==> src/verilog/lah_cfg.svh <==
// Constants for the listener acceptor holdoff block.
// Assumes inclusion by bare name from design and verification files.
`ifndef LAH_CFG_SVH
`define LAH_CFG_SVH
// ----------------------------------------
// Receive mode codes, newline character and status positions
// ----------------------------------------
`define LAH_MODE_NORMAL 2'h0
`define LAH_MODE_HOLD_ALL 2'h1
`define LAH_MODE_HOLD_END 2'h2
`define LAH_MODE_CONT 2'h3
`define LAH_NEWLINE 8'h0a
`define LAH_END_RX_BIT 4
`define LAH_ANHS_BIT 4
`define LAH_ACCEPT_HOLD_STATE_BIT 3
// ----------------------------------------
// Auxiliary command codes (host side)
// ----------------------------------------
`define LAH_AUX_NONE 3'h0
`define LAH_AUX_HLDI 3'h1
`define LAH_AUX_RHDF 3'h2
`define LAH_AUX_VALID 3'h3
`define LAH_AUX_NONVALID 3'h4
`define LAH_AUX_LTN 3'h5
`define LAH_AUX_LTN_CONT 3'h6
`define LAH_AUX_CHIP_RESET 3'h7
// ----------------------------------------
// Command byte classes
// ----------------------------------------
`define LAH_CMD_GET 7'h08
`define LAH_CMD_SDC 7'h04
`define LAH_CMD_DCL 7'h14
`define LAH_CMD_UNL 7'h3f
`define LAH_CMD_UNT 7'h5f
`endif

==> src/verilog/lah_pkg.sv <==
// Types for the listener acceptor holdoff block.
// Assumes lah_cfg.svh holds the numeric constants.
package lah_pkg;
	typedef enum logic [1:0] {
		LAH_NORMAL,
		LAH_HOLD_ALL,
		LAH_HOLD_END,
		LAH_CONT
	} lah_mode_t;
	typedef logic [2:0] lah_aux_t;
endpackage

==> src/verilog/lah_listener_holdoff.sv <==
// Listener receive path with RFD and DAC acceptor holdoffs.
// Assumes all inputs are synchronous to ref_clk and that the bus handshake
// logic presents each accepted byte as a one-cycle pulse.
`timescale 1ns/1ps
`include "lah_cfg.svh"
module lah_listener_holdoff (
	// Clock and reset
	input wire logic ref_clk,
	input wire logic reset,
	// Bus side: accepted byte strobe, ATN, EOI, addressing
	input wire logic byte_accepted,
	input wire logic [7:0] bus_data,
	input wire logic bus_eoi,
	input wire logic bus_atn,
	input wire logic listener_addressed,
	input wire logic talker_addressed,
	input wire logic talker_primary_seen,
	input wire logic listener_primary_seen,
	input wire logic cmd_undefined,
	// Host side: auxiliary command strobe and receive register read
	input wire lah_pkg::lah_aux_t aux_cmd,
	input wire logic aux_cmd_strobe,
	input wire logic rx_read_strobe,
	// Configuration
	input wire logic [1:0] aux_mode_reg_a,
	input wire logic [7:0] match_char_reg,
	input wire logic match_end_enable,
	input wire logic newline_end_enable,
	input wire logic newline_term_enable,
	input wire logic data_in_irq_enable,
	input wire logic dma_input_enable,
	input wire logic dual_ext_addr,
	// DAC hold selections
	input wire logic passthrough_enable,
	input wire logic secondary_passthrough_opt,
	input wire logic hold_on_trigger_cmd,
	input wire logic hold_on_trigger_state,
	input wire logic hold_on_clear_cmd,
	input wire logic hold_on_clear_state,
	input wire logic hold_on_talk_group,
	input wire logic hold_on_listen_group,
	input wire logic hold_on_unaddress,
	input wire logic hold_every_command,
	// DMA
	input wire logic dma_ack_pin,
	output logic dma_request_pin,
	// Receive data and status
	output logic [7:0] rx_data,
	output logic data_in_flag,
	output logic data_in_irq,
	output logic end_rx_flag,
	output logic eoi_seen,
	output logic newline_hit_flag,
	output logic match_char_hit_flag,
	output logic [7:0] irq_status_1,
	output logic [7:0] acceptor_status_reg,
	// Handshake controls
	output logic nrfd_assert,
	output logic dac_holdoff,
	output logic ready_for_next,
	output logic monitor_mode_active
);
	import lah_pkg::*;

	// ----------------------------------------
	// State record
	// ----------------------------------------
	typedef struct packed {
		logic [7:0] rx_byte;
		logic data_in;
		logic end_rx;
		logic eoi_seen;
		logic nl_hit;
		logic match_hit;
		logic imm_hold;
		logic data_hold;
		logic hold_needs_release;
		logic accept_hold_state;
		logic cont_forced;
		logic dma_req;
		logic nrfd;
		logic rdy;
		logic irq;
	} lah_state_t;

	lah_state_t st_ff;
	lah_state_t nxt_st;

	logic newline_hit;
	logic match_hit;
	logic end_hit;
	logic end_cond;
	logic select_hold_signal;
	lah_mode_t mode;
	logic data_byte;
	logic cmd_byte;
	logic rx_read;
	logic release_cmd;
	logic rdy_now;

	// ----------------------------------------
	// Byte classifiers
	// ----------------------------------------
	lah_end_detect u_end (
		.rx_byte(bus_data),
		.rx_eoi(bus_eoi),
		.match_char_reg(match_char_reg),
		.match_end_enable(match_end_enable),
		.newline_end_enable(newline_end_enable),
		.newline_term_enable(newline_term_enable),
		.newline_hit(newline_hit),
		.match_hit(match_hit),
		.end_hit(end_hit),
		.end_cond(end_cond)
	);

	lah_cmd_decode u_cmd (
		.cmd_byte(bus_data),
		.talker_addressed(talker_addressed),
		.listener_addressed(listener_addressed),
		.talker_primary_seen(talker_primary_seen),
		.listener_primary_seen(listener_primary_seen),
		.dual_ext_addr(dual_ext_addr),
		.cmd_undefined(cmd_undefined),
		.passthrough_enable(passthrough_enable),
		.secondary_passthrough_opt(secondary_passthrough_opt),
		.hold_on_trigger_cmd(hold_on_trigger_cmd),
		.hold_on_trigger_state(hold_on_trigger_state),
		.hold_on_clear_cmd(hold_on_clear_cmd),
		.hold_on_clear_state(hold_on_clear_state),
		.hold_on_talk_group(hold_on_talk_group),
		.hold_on_listen_group(hold_on_listen_group),
		.hold_on_unaddress(hold_on_unaddress),
		.hold_every_command(hold_every_command),
		.select_hold_signal(select_hold_signal)
	);

	// ----------------------------------------
	// Mode selection and event decode
	// ----------------------------------------
	// Forced monitor mode overrides the field; the field decodes to one of four modes
	always_comb begin
		if (st_ff.cont_forced) begin
			mode = LAH_CONT;
		end else begin
			unique case (aux_mode_reg_a)
				`LAH_MODE_HOLD_ALL: mode = LAH_HOLD_ALL;
				`LAH_MODE_HOLD_END: mode = LAH_HOLD_END;
				`LAH_MODE_CONT: mode = LAH_CONT;
				default: mode = LAH_NORMAL;
			endcase
		end
		data_byte = byte_accepted & ~bus_atn & listener_addressed;
		cmd_byte = byte_accepted & bus_atn;
		// A DMA acknowledge counts as a read of the receive register
		rx_read = rx_read_strobe | (dma_ack_pin & st_ff.dma_req);
		release_cmd = aux_cmd_strobe & (aux_cmd == `LAH_AUX_RHDF);
	end

	// ----------------------------------------
	// Next-state logic
	// ----------------------------------------
	always_comb begin
		nxt_st = st_ff;

		// Reading the register empties it; a new byte in the same cycle wins below
		if (rx_read) begin
			nxt_st.data_in = 1'b0;
		end
		// Soft holdoff released by a read
		if (rx_read && st_ff.data_hold && !st_ff.hold_needs_release) begin
			nxt_st.data_hold = 1'b0;
		end
		// Release command clears any RFD holdoff
		if (release_cmd) begin
			nxt_st.imm_hold = 1'b0;
			nxt_st.data_hold = 1'b0;
			nxt_st.hold_needs_release = 1'b0;
		end

		// Data byte acceptance per receiving mode
		if (data_byte) begin
			nxt_st.end_rx = st_ff.end_rx | end_hit;
			nxt_st.eoi_seen = bus_eoi;
			nxt_st.nl_hit = newline_hit;
			nxt_st.match_hit = match_hit;
			unique case (mode)
				LAH_NORMAL: begin
					nxt_st.data_hold = 1'b1;
					nxt_st.hold_needs_release = 1'b0;
				end
				LAH_HOLD_ALL: begin
					nxt_st.data_hold = 1'b1;
					nxt_st.hold_needs_release = 1'b1;
				end
				LAH_HOLD_END: begin
					nxt_st.data_hold = 1'b1;
					nxt_st.hold_needs_release = end_cond;
				end
				LAH_CONT: begin
					nxt_st.data_hold = end_cond;
					nxt_st.hold_needs_release = end_cond;
				end
			endcase
			if (mode != LAH_CONT) begin
				nxt_st.rx_byte = bus_data;
				nxt_st.data_in = 1'b1;
			end
		end
		if (rx_read && !data_byte) begin
			nxt_st.end_rx = 1'b0;
		end

		// DAC holdoff on selected command bytes; valid or nonvalid releases it
		if (aux_cmd_strobe && (aux_cmd == `LAH_AUX_VALID || aux_cmd == `LAH_AUX_NONVALID)) begin
			nxt_st.accept_hold_state = 1'b0;
		end
		if (cmd_byte && select_hold_signal) begin
			nxt_st.accept_hold_state = 1'b1;
		end

		// Other auxiliary commands
		if (aux_cmd_strobe) begin
			unique case (aux_cmd)
				`LAH_AUX_HLDI: nxt_st.imm_hold = 1'b1;
				`LAH_AUX_LTN_CONT: nxt_st.cont_forced = 1'b1;
				`LAH_AUX_LTN: nxt_st.cont_forced = 1'b0;
				`LAH_AUX_CHIP_RESET: begin
					nxt_st = '0;
					nxt_st.rdy = 1'b1;
				end
				default: begin
				end
			endcase
		end
		// Losing listener address ends forced monitoring
		if (!listener_addressed) begin
			nxt_st.cont_forced = 1'b0;
		end

		// Ready message and handshake outputs
		rdy_now = bus_atn | (!nxt_st.imm_hold && !nxt_st.data_hold);
		nxt_st.rdy = rdy_now;
		nxt_st.nrfd = !rdy_now;
		nxt_st.dma_req = dma_input_enable & nxt_st.data_in;
		nxt_st.irq = data_in_irq_enable & nxt_st.data_in;
	end

	// ----------------------------------------
	// State register
	// ----------------------------------------
	// Ready idles true so the bus is not held off straight out of reset
	always_ff @(posedge ref_clk) begin
		if (reset) begin
			st_ff <= '0;
			st_ff.rdy <= 1'b1;
		end else begin
			st_ff <= nxt_st;
		end
	end

	// ----------------------------------------
	// Outputs, all straight from the state flops
	// ----------------------------------------
	always_comb begin
		rx_data = st_ff.rx_byte;
		data_in_flag = st_ff.data_in;
		data_in_irq = st_ff.irq;
		end_rx_flag = st_ff.end_rx;
		eoi_seen = st_ff.eoi_seen;
		newline_hit_flag = st_ff.nl_hit;
		match_char_hit_flag = st_ff.match_hit;
		irq_status_1 = 8'h00;
		irq_status_1[`LAH_END_RX_BIT] = st_ff.end_rx;
		acceptor_status_reg = 8'h00;
		acceptor_status_reg[`LAH_ANHS_BIT] = st_ff.imm_hold;
		acceptor_status_reg[`LAH_ACCEPT_HOLD_STATE_BIT] = st_ff.accept_hold_state;
		nrfd_assert = st_ff.nrfd;
		dac_holdoff = st_ff.accept_hold_state;
		ready_for_next = st_ff.rdy;
		monitor_mode_active = st_ff.cont_forced;
		dma_request_pin = st_ff.dma_req;
	end
endmodule

==> src/verilog/lah_cmd_decode.sv <==
// Command byte decoder: selects which command bytes raise a DAC holdoff.
// Assumes the byte and the addressing state are stable for the cycle.
`timescale 1ns/1ps
`include "lah_cfg.svh"
module lah_cmd_decode (
	// Command byte and addressing
	input wire logic [7:0] cmd_byte,
	input wire logic talker_addressed,
	input wire logic listener_addressed,
	input wire logic talker_primary_seen,
	input wire logic listener_primary_seen,
	input wire logic dual_ext_addr,
	input wire logic cmd_undefined,
	// Hold selections
	input wire logic passthrough_enable,
	input wire logic secondary_passthrough_opt,
	input wire logic hold_on_trigger_cmd,
	input wire logic hold_on_trigger_state,
	input wire logic hold_on_clear_cmd,
	input wire logic hold_on_clear_state,
	input wire logic hold_on_talk_group,
	input wire logic hold_on_listen_group,
	input wire logic hold_on_unaddress,
	input wire logic hold_every_command,
	// Result
	output logic select_hold_signal
);
	logic [6:0] c;
	logic ucg;
	logic acg;
	logic lag;
	logic tag;
	logic scg;
	logic is_get;
	logic is_sdc;
	logic is_dcl;
	logic is_unl;
	logic is_unt;

	// Group classes from the top bits of the seven-bit command
	always_comb begin
		c = cmd_byte[6:0];
		acg = (c[6:4] == 3'h0);
		ucg = (c[6:4] == 3'h1);
		lag = (c[6:5] == 2'h1);
		tag = (c[6:5] == 2'h2);
		scg = (c[6:5] == 2'h3);
		is_get = (c == `LAH_CMD_GET);
		is_sdc = (c == `LAH_CMD_SDC);
		is_dcl = (c == `LAH_CMD_DCL);
		is_unl = (c == `LAH_CMD_UNL);
		is_unt = (c == `LAH_CMD_UNT);
	end

	// Sum of all enabled holdoff cases
	assign select_hold_signal =
		((ucg | (acg & (talker_addressed | listener_addressed))) & cmd_undefined & passthrough_enable)
		| (secondary_passthrough_opt & scg & passthrough_enable)
		| (hold_on_trigger_cmd & is_get)
		| (hold_on_clear_cmd & (is_sdc | is_dcl))
		| (hold_on_talk_group & tag & ~is_unt)
		| (hold_on_listen_group & lag & ~is_unl)
		| (hold_on_unaddress & (is_unt | is_unl))
		| (hold_every_command & (ucg | acg | scg))
		| (hold_on_clear_state & (is_dcl | (is_sdc & listener_addressed)))
		| (hold_on_trigger_state & is_get & listener_addressed)
		| (scg & (talker_primary_seen | listener_primary_seen) & dual_ext_addr);
endmodule

==> src/verilog/lah_end_detect.sv <==
// End detector: classifies a received byte against EOI, newline and match char.
// Assumes the byte and EOI are sampled together with the handshake.
`timescale 1ns/1ps
`include "lah_cfg.svh"
module lah_end_detect (
	// Byte and terminator settings
	input wire logic [7:0] rx_byte,
	input wire logic rx_eoi,
	input wire logic [7:0] match_char_reg,
	input wire logic match_end_enable,
	input wire logic newline_end_enable,
	input wire logic newline_term_enable,
	// Classification
	output logic newline_hit,
	output logic match_hit,
	output logic end_hit,
	output logic end_cond
);
	// Report flags follow the enables; hold condition uses its own newline enable
	always_comb begin
		newline_hit = newline_end_enable & (rx_byte == `LAH_NEWLINE);
		match_hit = match_end_enable & (rx_byte == match_char_reg);
		end_hit = rx_eoi | newline_hit | match_hit;
		end_cond = rx_eoi | match_hit | (newline_term_enable & (rx_byte == `LAH_NEWLINE));
	end
endmodule

==> config.mk <==
export PLATFORM = sky130hd
export DESIGN_NAME = lah_listener_holdoff
export DESIGN_NICKNAME = d
export VERILOG_FILES = /design/src/verilog/lah_pkg.sv /design/src/verilog/lah_listener_holdoff.sv /design/src/verilog/lah_cmd_decode.sv /design/src/verilog/lah_end_detect.sv
export VERILOG_INCLUDE_DIRS = /design/src /design/src/verilog
export SDC_FILE = /design/constraint.sdc
export NUM_CORES = 1
export LEC_CHECK = 0
export BUFFER_PORTS_ARGS = -buffer_cell sky130_fd_sc_hd__buf_2
export CAP_MARGIN = 20
export CORE_MARGIN = 8
export CORE_UTILIZATION = 44
export CTS_CLUSTER_DIAMETER = 40
export DETAILED_ROUTE_END_ITERATION = 10
export PLACE_DENSITY = 0.78
export SYNTH_ARGS = -nofsm -noshare
export SYNTH_HDL_FRONTEND = slang
export SYNTH_SLANG_ARGS = --single-unit
==> constraint.sdc <==
create_clock -name ref_clk -period 2.1 [get_ports ref_clk]
set_clock_uncertainty 0.15 [all_clocks]
set_input_delay 0.42 -clock ref_clk [delete_from_list [all_inputs] [get_ports ref_clk]]
set_output_delay 0.42 -clock ref_clk [all_outputs]
set_load 0.02 [all_outputs]
==> results.toml, run 1 <==
[outcome]
status = "completed"

[logic_synthesis]
syn_area_um2 = 1480
synth_top_cell_area_share = 0.298
yosys_warnings = 0
synth_area_leaders = "dfxtp_1 (30%), buf_4 (12%), a21oi_1 (6.8%)"
synth_cells = 183
synth_area_per_cell_um2 = 8.09
synth_common_cells = "buf_4 (24), dfxtp_1 (22), nand2_1 (21)"
yosysSeqAreaShare = 0.298
yosysMostFrequentCell = "buf_4"
async_flop_share = 0
synth_top_area_cell = "dfxtp_1"
ys_types = 50
synth_enable_flop_cells = 0
synth-seq-cells = 22
ys.flop_type = "dfxtp_1"

[global_route]
grt_pass1_wl_um = 6350
grt.overflow.total = 0
grt_pass1_vias = 1414
busiest_layer = "met2"
grtUsageTotal = 0.145
grt_use_met2 = 0.253
antenna_found_initial = 0
gr-usage-met1 = 0.173
use_met3 = 0.0296
grt_max_degree = 15

[power]
vdd_drop_max_v = 0.000195
power.density_nw_per_um2 = 501
power.total_uw = 893
power_leakage_uw = 0.000834

[timing]
hold_violations = 0
setup-tns-final_ns = 0
setup_viol = 0
fin_crit_ns = 1.63
fin_crit_sh = 0.776
rsz0062_at_grt = "no"
drv_slew = 0
final.setup.worst_slack_ns = 0.471
max_freq_ghz = 0.614

[placed_design]
routabilityCongestion = 0.951
dpl.hpwl_um = 3360
dp_cells = 286
place_ws_ns = 0.165
port_buffers = 71

[drt]
vias = 1478
routed_wl_um = 4090
antenna_left = 0
drt_pre_antenna_iters = 4
post_drt_wl_per_cell_um = 14.1
vias_per_cell = 5.10
drt_iter0_markers = 107
drc = 0

[clock_network]
cts.path.max_buffers = 2
clock_latency_ns = 0.30
path_clk_slew_ns = 0.12
cts_setup_buffers = 0
cts_tree = "yes"
numCtsBuffers = 3
cts-resized-gates = 0
root_buffer = "clkbuf_4"
cts_hold_buf = 0
cts.sink_count = 22
htreeDepth = 1

[hold_path]
hold_class = "input port to register"

[floorplanning]
num_io_pins = 85
rows = 21
core_area_um2 = 3280
dieArea_um2 = 5480
die_w_um = 74
die_height_um = 74
initial_core_util = 0.451

[finish]
syn_to_final_growth_pct = 20.5
largest_reg_flops = 8
stdcell_count = 290
nets = 298
diodes = 0
drive_above_1_share = 0.352

[critical_path]
cp_top_family = "compound AO/OA/AOI/OAI gates"
cp_slowest_cell = "nor3_1"
start_kind = "input port"
cp_cell_sequence = "buf_2 > buf_4 > xor2_1 > nor3_1 > a31oi_1 > a211oi_1"
worst-path-buf-inv = 2
path_class = "input port to register"
cpPeakStageDelay_ns = 0.30
arrival_ns = 1.69
cp-end-kind = "register"
cp_max_fo = 9
crit_required_ns = 2.17

[run]
maxCapViolations = 0
## layout by cell type, fill, tap and decap left out, types with 2 or more instances in the layout
cell type / instances
buf_4: 5
o21a_1: 2
dfxtp_1: 22
nand3_1: 9
a21oi_1: 20
clkbuf_4: 3
inv_1: 4
nor2b_1: 4
nand2_1: 21
nor2_1: 8
and2_1: 5
nor3_1: 2
conb_1: 13
ha_1: 3
a211o_1: 2
o21ai_0: 4
a211oi_1: 2
nor4_1: 2
xor2_1: 8
nand4_1: 2
nand3b_1: 2
a31oi_1: 2
buf_2: 71
## through the flow
stage                     hold WS [ns]  area [µm²]   util
final                            0.157        1780  0.543
after global routing             0.156        1780  0.543
after CTS                        0.155        1780  0.543
after detailed placement         0.293        1750  0.532
after global placement           0.289        1750  0.532
after floorplan                  0.286        1530      -
## report_power, final
group | switching, µW | internal [µW] | leakage, µW | total, µW
logic | 134 | 89.6 | 0.000635 | 224
registers | 6.23 | 430 | 0.000178 | 436
clock network | 127 | 106 | 0.0000210 | 233
total | 268 | 625 | 0.000834 | 893
## layout make-up
class / instances / area (µm²)
clock buffers: 4 / 36.3
inverters: 4 / 15.0
well taps: 46 / 57.6
repair buffers: 76 / 393
flip-flops and latches: 22 / 440
multi-input cells: 138 / 841
fillers: 335 / 1500
## worst paths after layout
| check | slack (ns) | from | cells after the start | end |
|---|---|---|---|---|
| setup / recovery | 0.47 | bus_data[6] | 6 | end_rx_flag$_SDFF_PP0_ |
| hold / removal | 0.16 | data_in_irq_enable | 2 | data_in_irq$_SDFF_PP0_ |
| setup reg to reg | 0.65 | monitor_mode_active$_SDFFE_PP0P_ | 4 | dma_request_pin$_SDFF_PP0_ |
| hold reg to reg | 0.31 | rx_data[3]$_SDFF_PP0_ | 2 | rx_data[3]$_SDFF_PP0_ |
## logic make-up (layout without fill, tap and decap cells)
group,after synthesis,count (layout),synth area share
buffers and inverters,35,84,0.165
other,1,13,0.00253
adders and majority gates,3,3,0.0254
and+or+nand+nor,67,67,0.242
AOI/OAI and AO/OA,46,46,0.215
xor gates and xnor gates,9,9,0.0533
DFF,22,22,0.298
## layer usage
metal	share of wire	vias up
met5	0	-
met2	0.50	59
met1	0.41	681
li1	-	736
met4	0.0083	0
met3	0.080	2
(Power assumes the default switching activity.)
==> inputs of run 2 (changes only) <==
==> constraint.sdc (replaced) <==
create_clock -name ref_clk -period 1.6 [get_ports ref_clk]
set_clock_uncertainty 0.15 [all_clocks]
set_input_delay 0.32 -clock ref_clk [delete_from_list [all_inputs] [get_ports ref_clk]]
set_output_delay 0.32 -clock ref_clk [all_outputs]
set_load 0.02 [all_outputs]
==> run 2 against run 1 <==
  * Cell area increased by 8.3%
  * Sequential share of layout area decreased by 1.9 points
  * Core utilization increased by 4.5 points
  * Setup slack got worse by 0.37 ns
  * Sequential cell count unchanged
  * Total power increased by 29%
  * Hold slack got worse by 0.10 ns
  * Clock-buffer cell count decreased by 1
  * Critical path depth increased by 1
  * Critical path type unchanged
==> results.toml, run 2 (same netlist as run 1, synthesis figures left out) <==
[critical_path]
start_kind = "input port"
cp_slowest_cell = "nor4_1"
path_class = "input port to register"
reg2reg_depth = 5
path_common_cell = "buf_4"
arrival_ns = 1.57
cp_max_fo = 3
cp_cell_sequence = "buf_2 > buf_4 > xor2_1 > nor4_1 > buf_4 > a31oi_1 > a211oi_1"
cp-end-kind = "register"
crit_required_ns = 1.67
r2r-start = "monitor_mode_active$_SDFFE_PP0P_"
critPathLaunch = "bus_data[3]"
reg2reg_slack_ns = 0.26
cpPeakStageDelay_ns = 0.30

[timing]
setup_viol = 0
fin_crit_ns = 1.50
hold_violations = 0
fin_crit_sh = 0.939
drv_slew = 0
max_freq_ghz = 0.665
rsz0062_at_grt = "no"

[finish]
multi_input_area_um2 = 852
regArea_um2 = 440
fill_cells = 327
largest_reg_flops = 8
diodes = 0
stdcell_count = 309
final_util = 0.588
nets = 318
syn_to_final_growth_pct = 30.4
final_common_cell = "buf_2"
layout_common_cells = "buf_2 (71), buf_4 (25), dfxtp_1 (22), nand2_1 (21), a21oi_1 (20)"
drive_above_1_share = 0.399

[drt]
vias_per_cell = 4.95
drt_iter0_markers = 103
vias = 1529
drt_pre_antenna_iters = 4
drc = 0
post_drt_wl_per_cell_um = 13.3
routed_wl_um = 4100
antenna_left = 0

[global_route]
grt_max_degree = 15
grt_pass1_vias = 1559
grt.overflow.total = 0
grt_pass1_wl_um = 6620
grtUsageTotal = 0.152
antenna_found_initial = 0

[clock_network]
root_buffer = "clkbuf_4"
cts_setup_buffers = 0
cts-resized-gates = 0
cts_tree = "yes"
htreeDepth = 1
cts.sink_count = 22
clock_latency_ns = 0.30
cts_hold_buf = 0
cts.path.max_buffers = 2
path_clk_slew_ns = 0.11
numCtsBuffers = 3

[floorplanning]
num_io_pins = 85
die_w_um = 74
dieArea_um2 = 5480
die_height_um = 74
rows = 21
initial_core_util = 0.451
core_area_um2 = 3280

[power]
power.density_nw_per_um2 = 598
vdd_drop_max_v = 0.000226
power_leakage_uw = 0.000926

[outcome]
status = "completed"

[hold_path]
hold_class = "input port to register"
holdPathStages = 2
min-delay-start = "data_in_irq_enable"

[placed_design]
routabilityCongestion = 0.872
dp_cells = 306
dpl.hpwl_um = 3500
port_buffers = 71

[run]
maxCapViolations = 0
run 2: where the power goes:
group | internal, µW | switching, µW | total (µW)
registers | 564 | 8.10 | 572
logic | 148 | 183 | 331
clock network | 87.9 | 163 | 250
total | 799 | 354 | 1150
run 2: per-stage QoR:
stage	hold WS, ns	instance area [µm²]	setup slack (ns)	setup TNS, ns	power, µW
2_1_floorplan	0.235	1540	-0.0586	-0.169	793
3_3_place_gp	0.290	1910	-0.146	-0.750	910
3_5_place_dp	0.293	1910	-0.205	-1.00	914
4_1_cts	0.0567	1930	0.0963	0	1160
5_1_grt	0.0568	1930	0.0261	0	1220
6_report	0.0542	1930	0.0973	0	1150
run 2: worst paths after layout:
check / to
hold reg to reg: match_char_hit_flag$_SDFF_PP0_
setup / recovery: end_rx_flag$_SDFF_PP0_
hold / removal: data_in_irq$_SDFF_PP0_
setup reg to reg: nrfd_assert$_SDFF_PP0_
run 2: metal layers:
| layer | GRT usage | up-vias | part of all wire |
|---|---|---|---|
| met5 | 0 | - | 0 |
| met4 | 0.0532 | 0 | 0.011 |
| met3 | 0.0445 | 4 | 0.086 |
| met2 | 0.267 | 55 | 0.50 |
| met1 | 0.170 | 697 | 0.41 |
| li1 | - | 773 | - |
run 2: cell type report:
| type | instances | area share |
|---|---|---|
| timing repair buffer | 96 | 0.281 |
| clock buffer | 3 | 0.0117 |
| tap | 46 | 0.0298 |
| inverter | 4 | 0.00778 |
| multi-input combinational | 138 | 0.441 |
| sequential | 22 | 0.228 |
run 2: worst max-delay path: cells and delay by family:
kind	cells	cell delay (ns)
buf+inv	3	0.42
compound gates	2	0.39
simple gates	1	0.30
xor+xnor	1	0.15
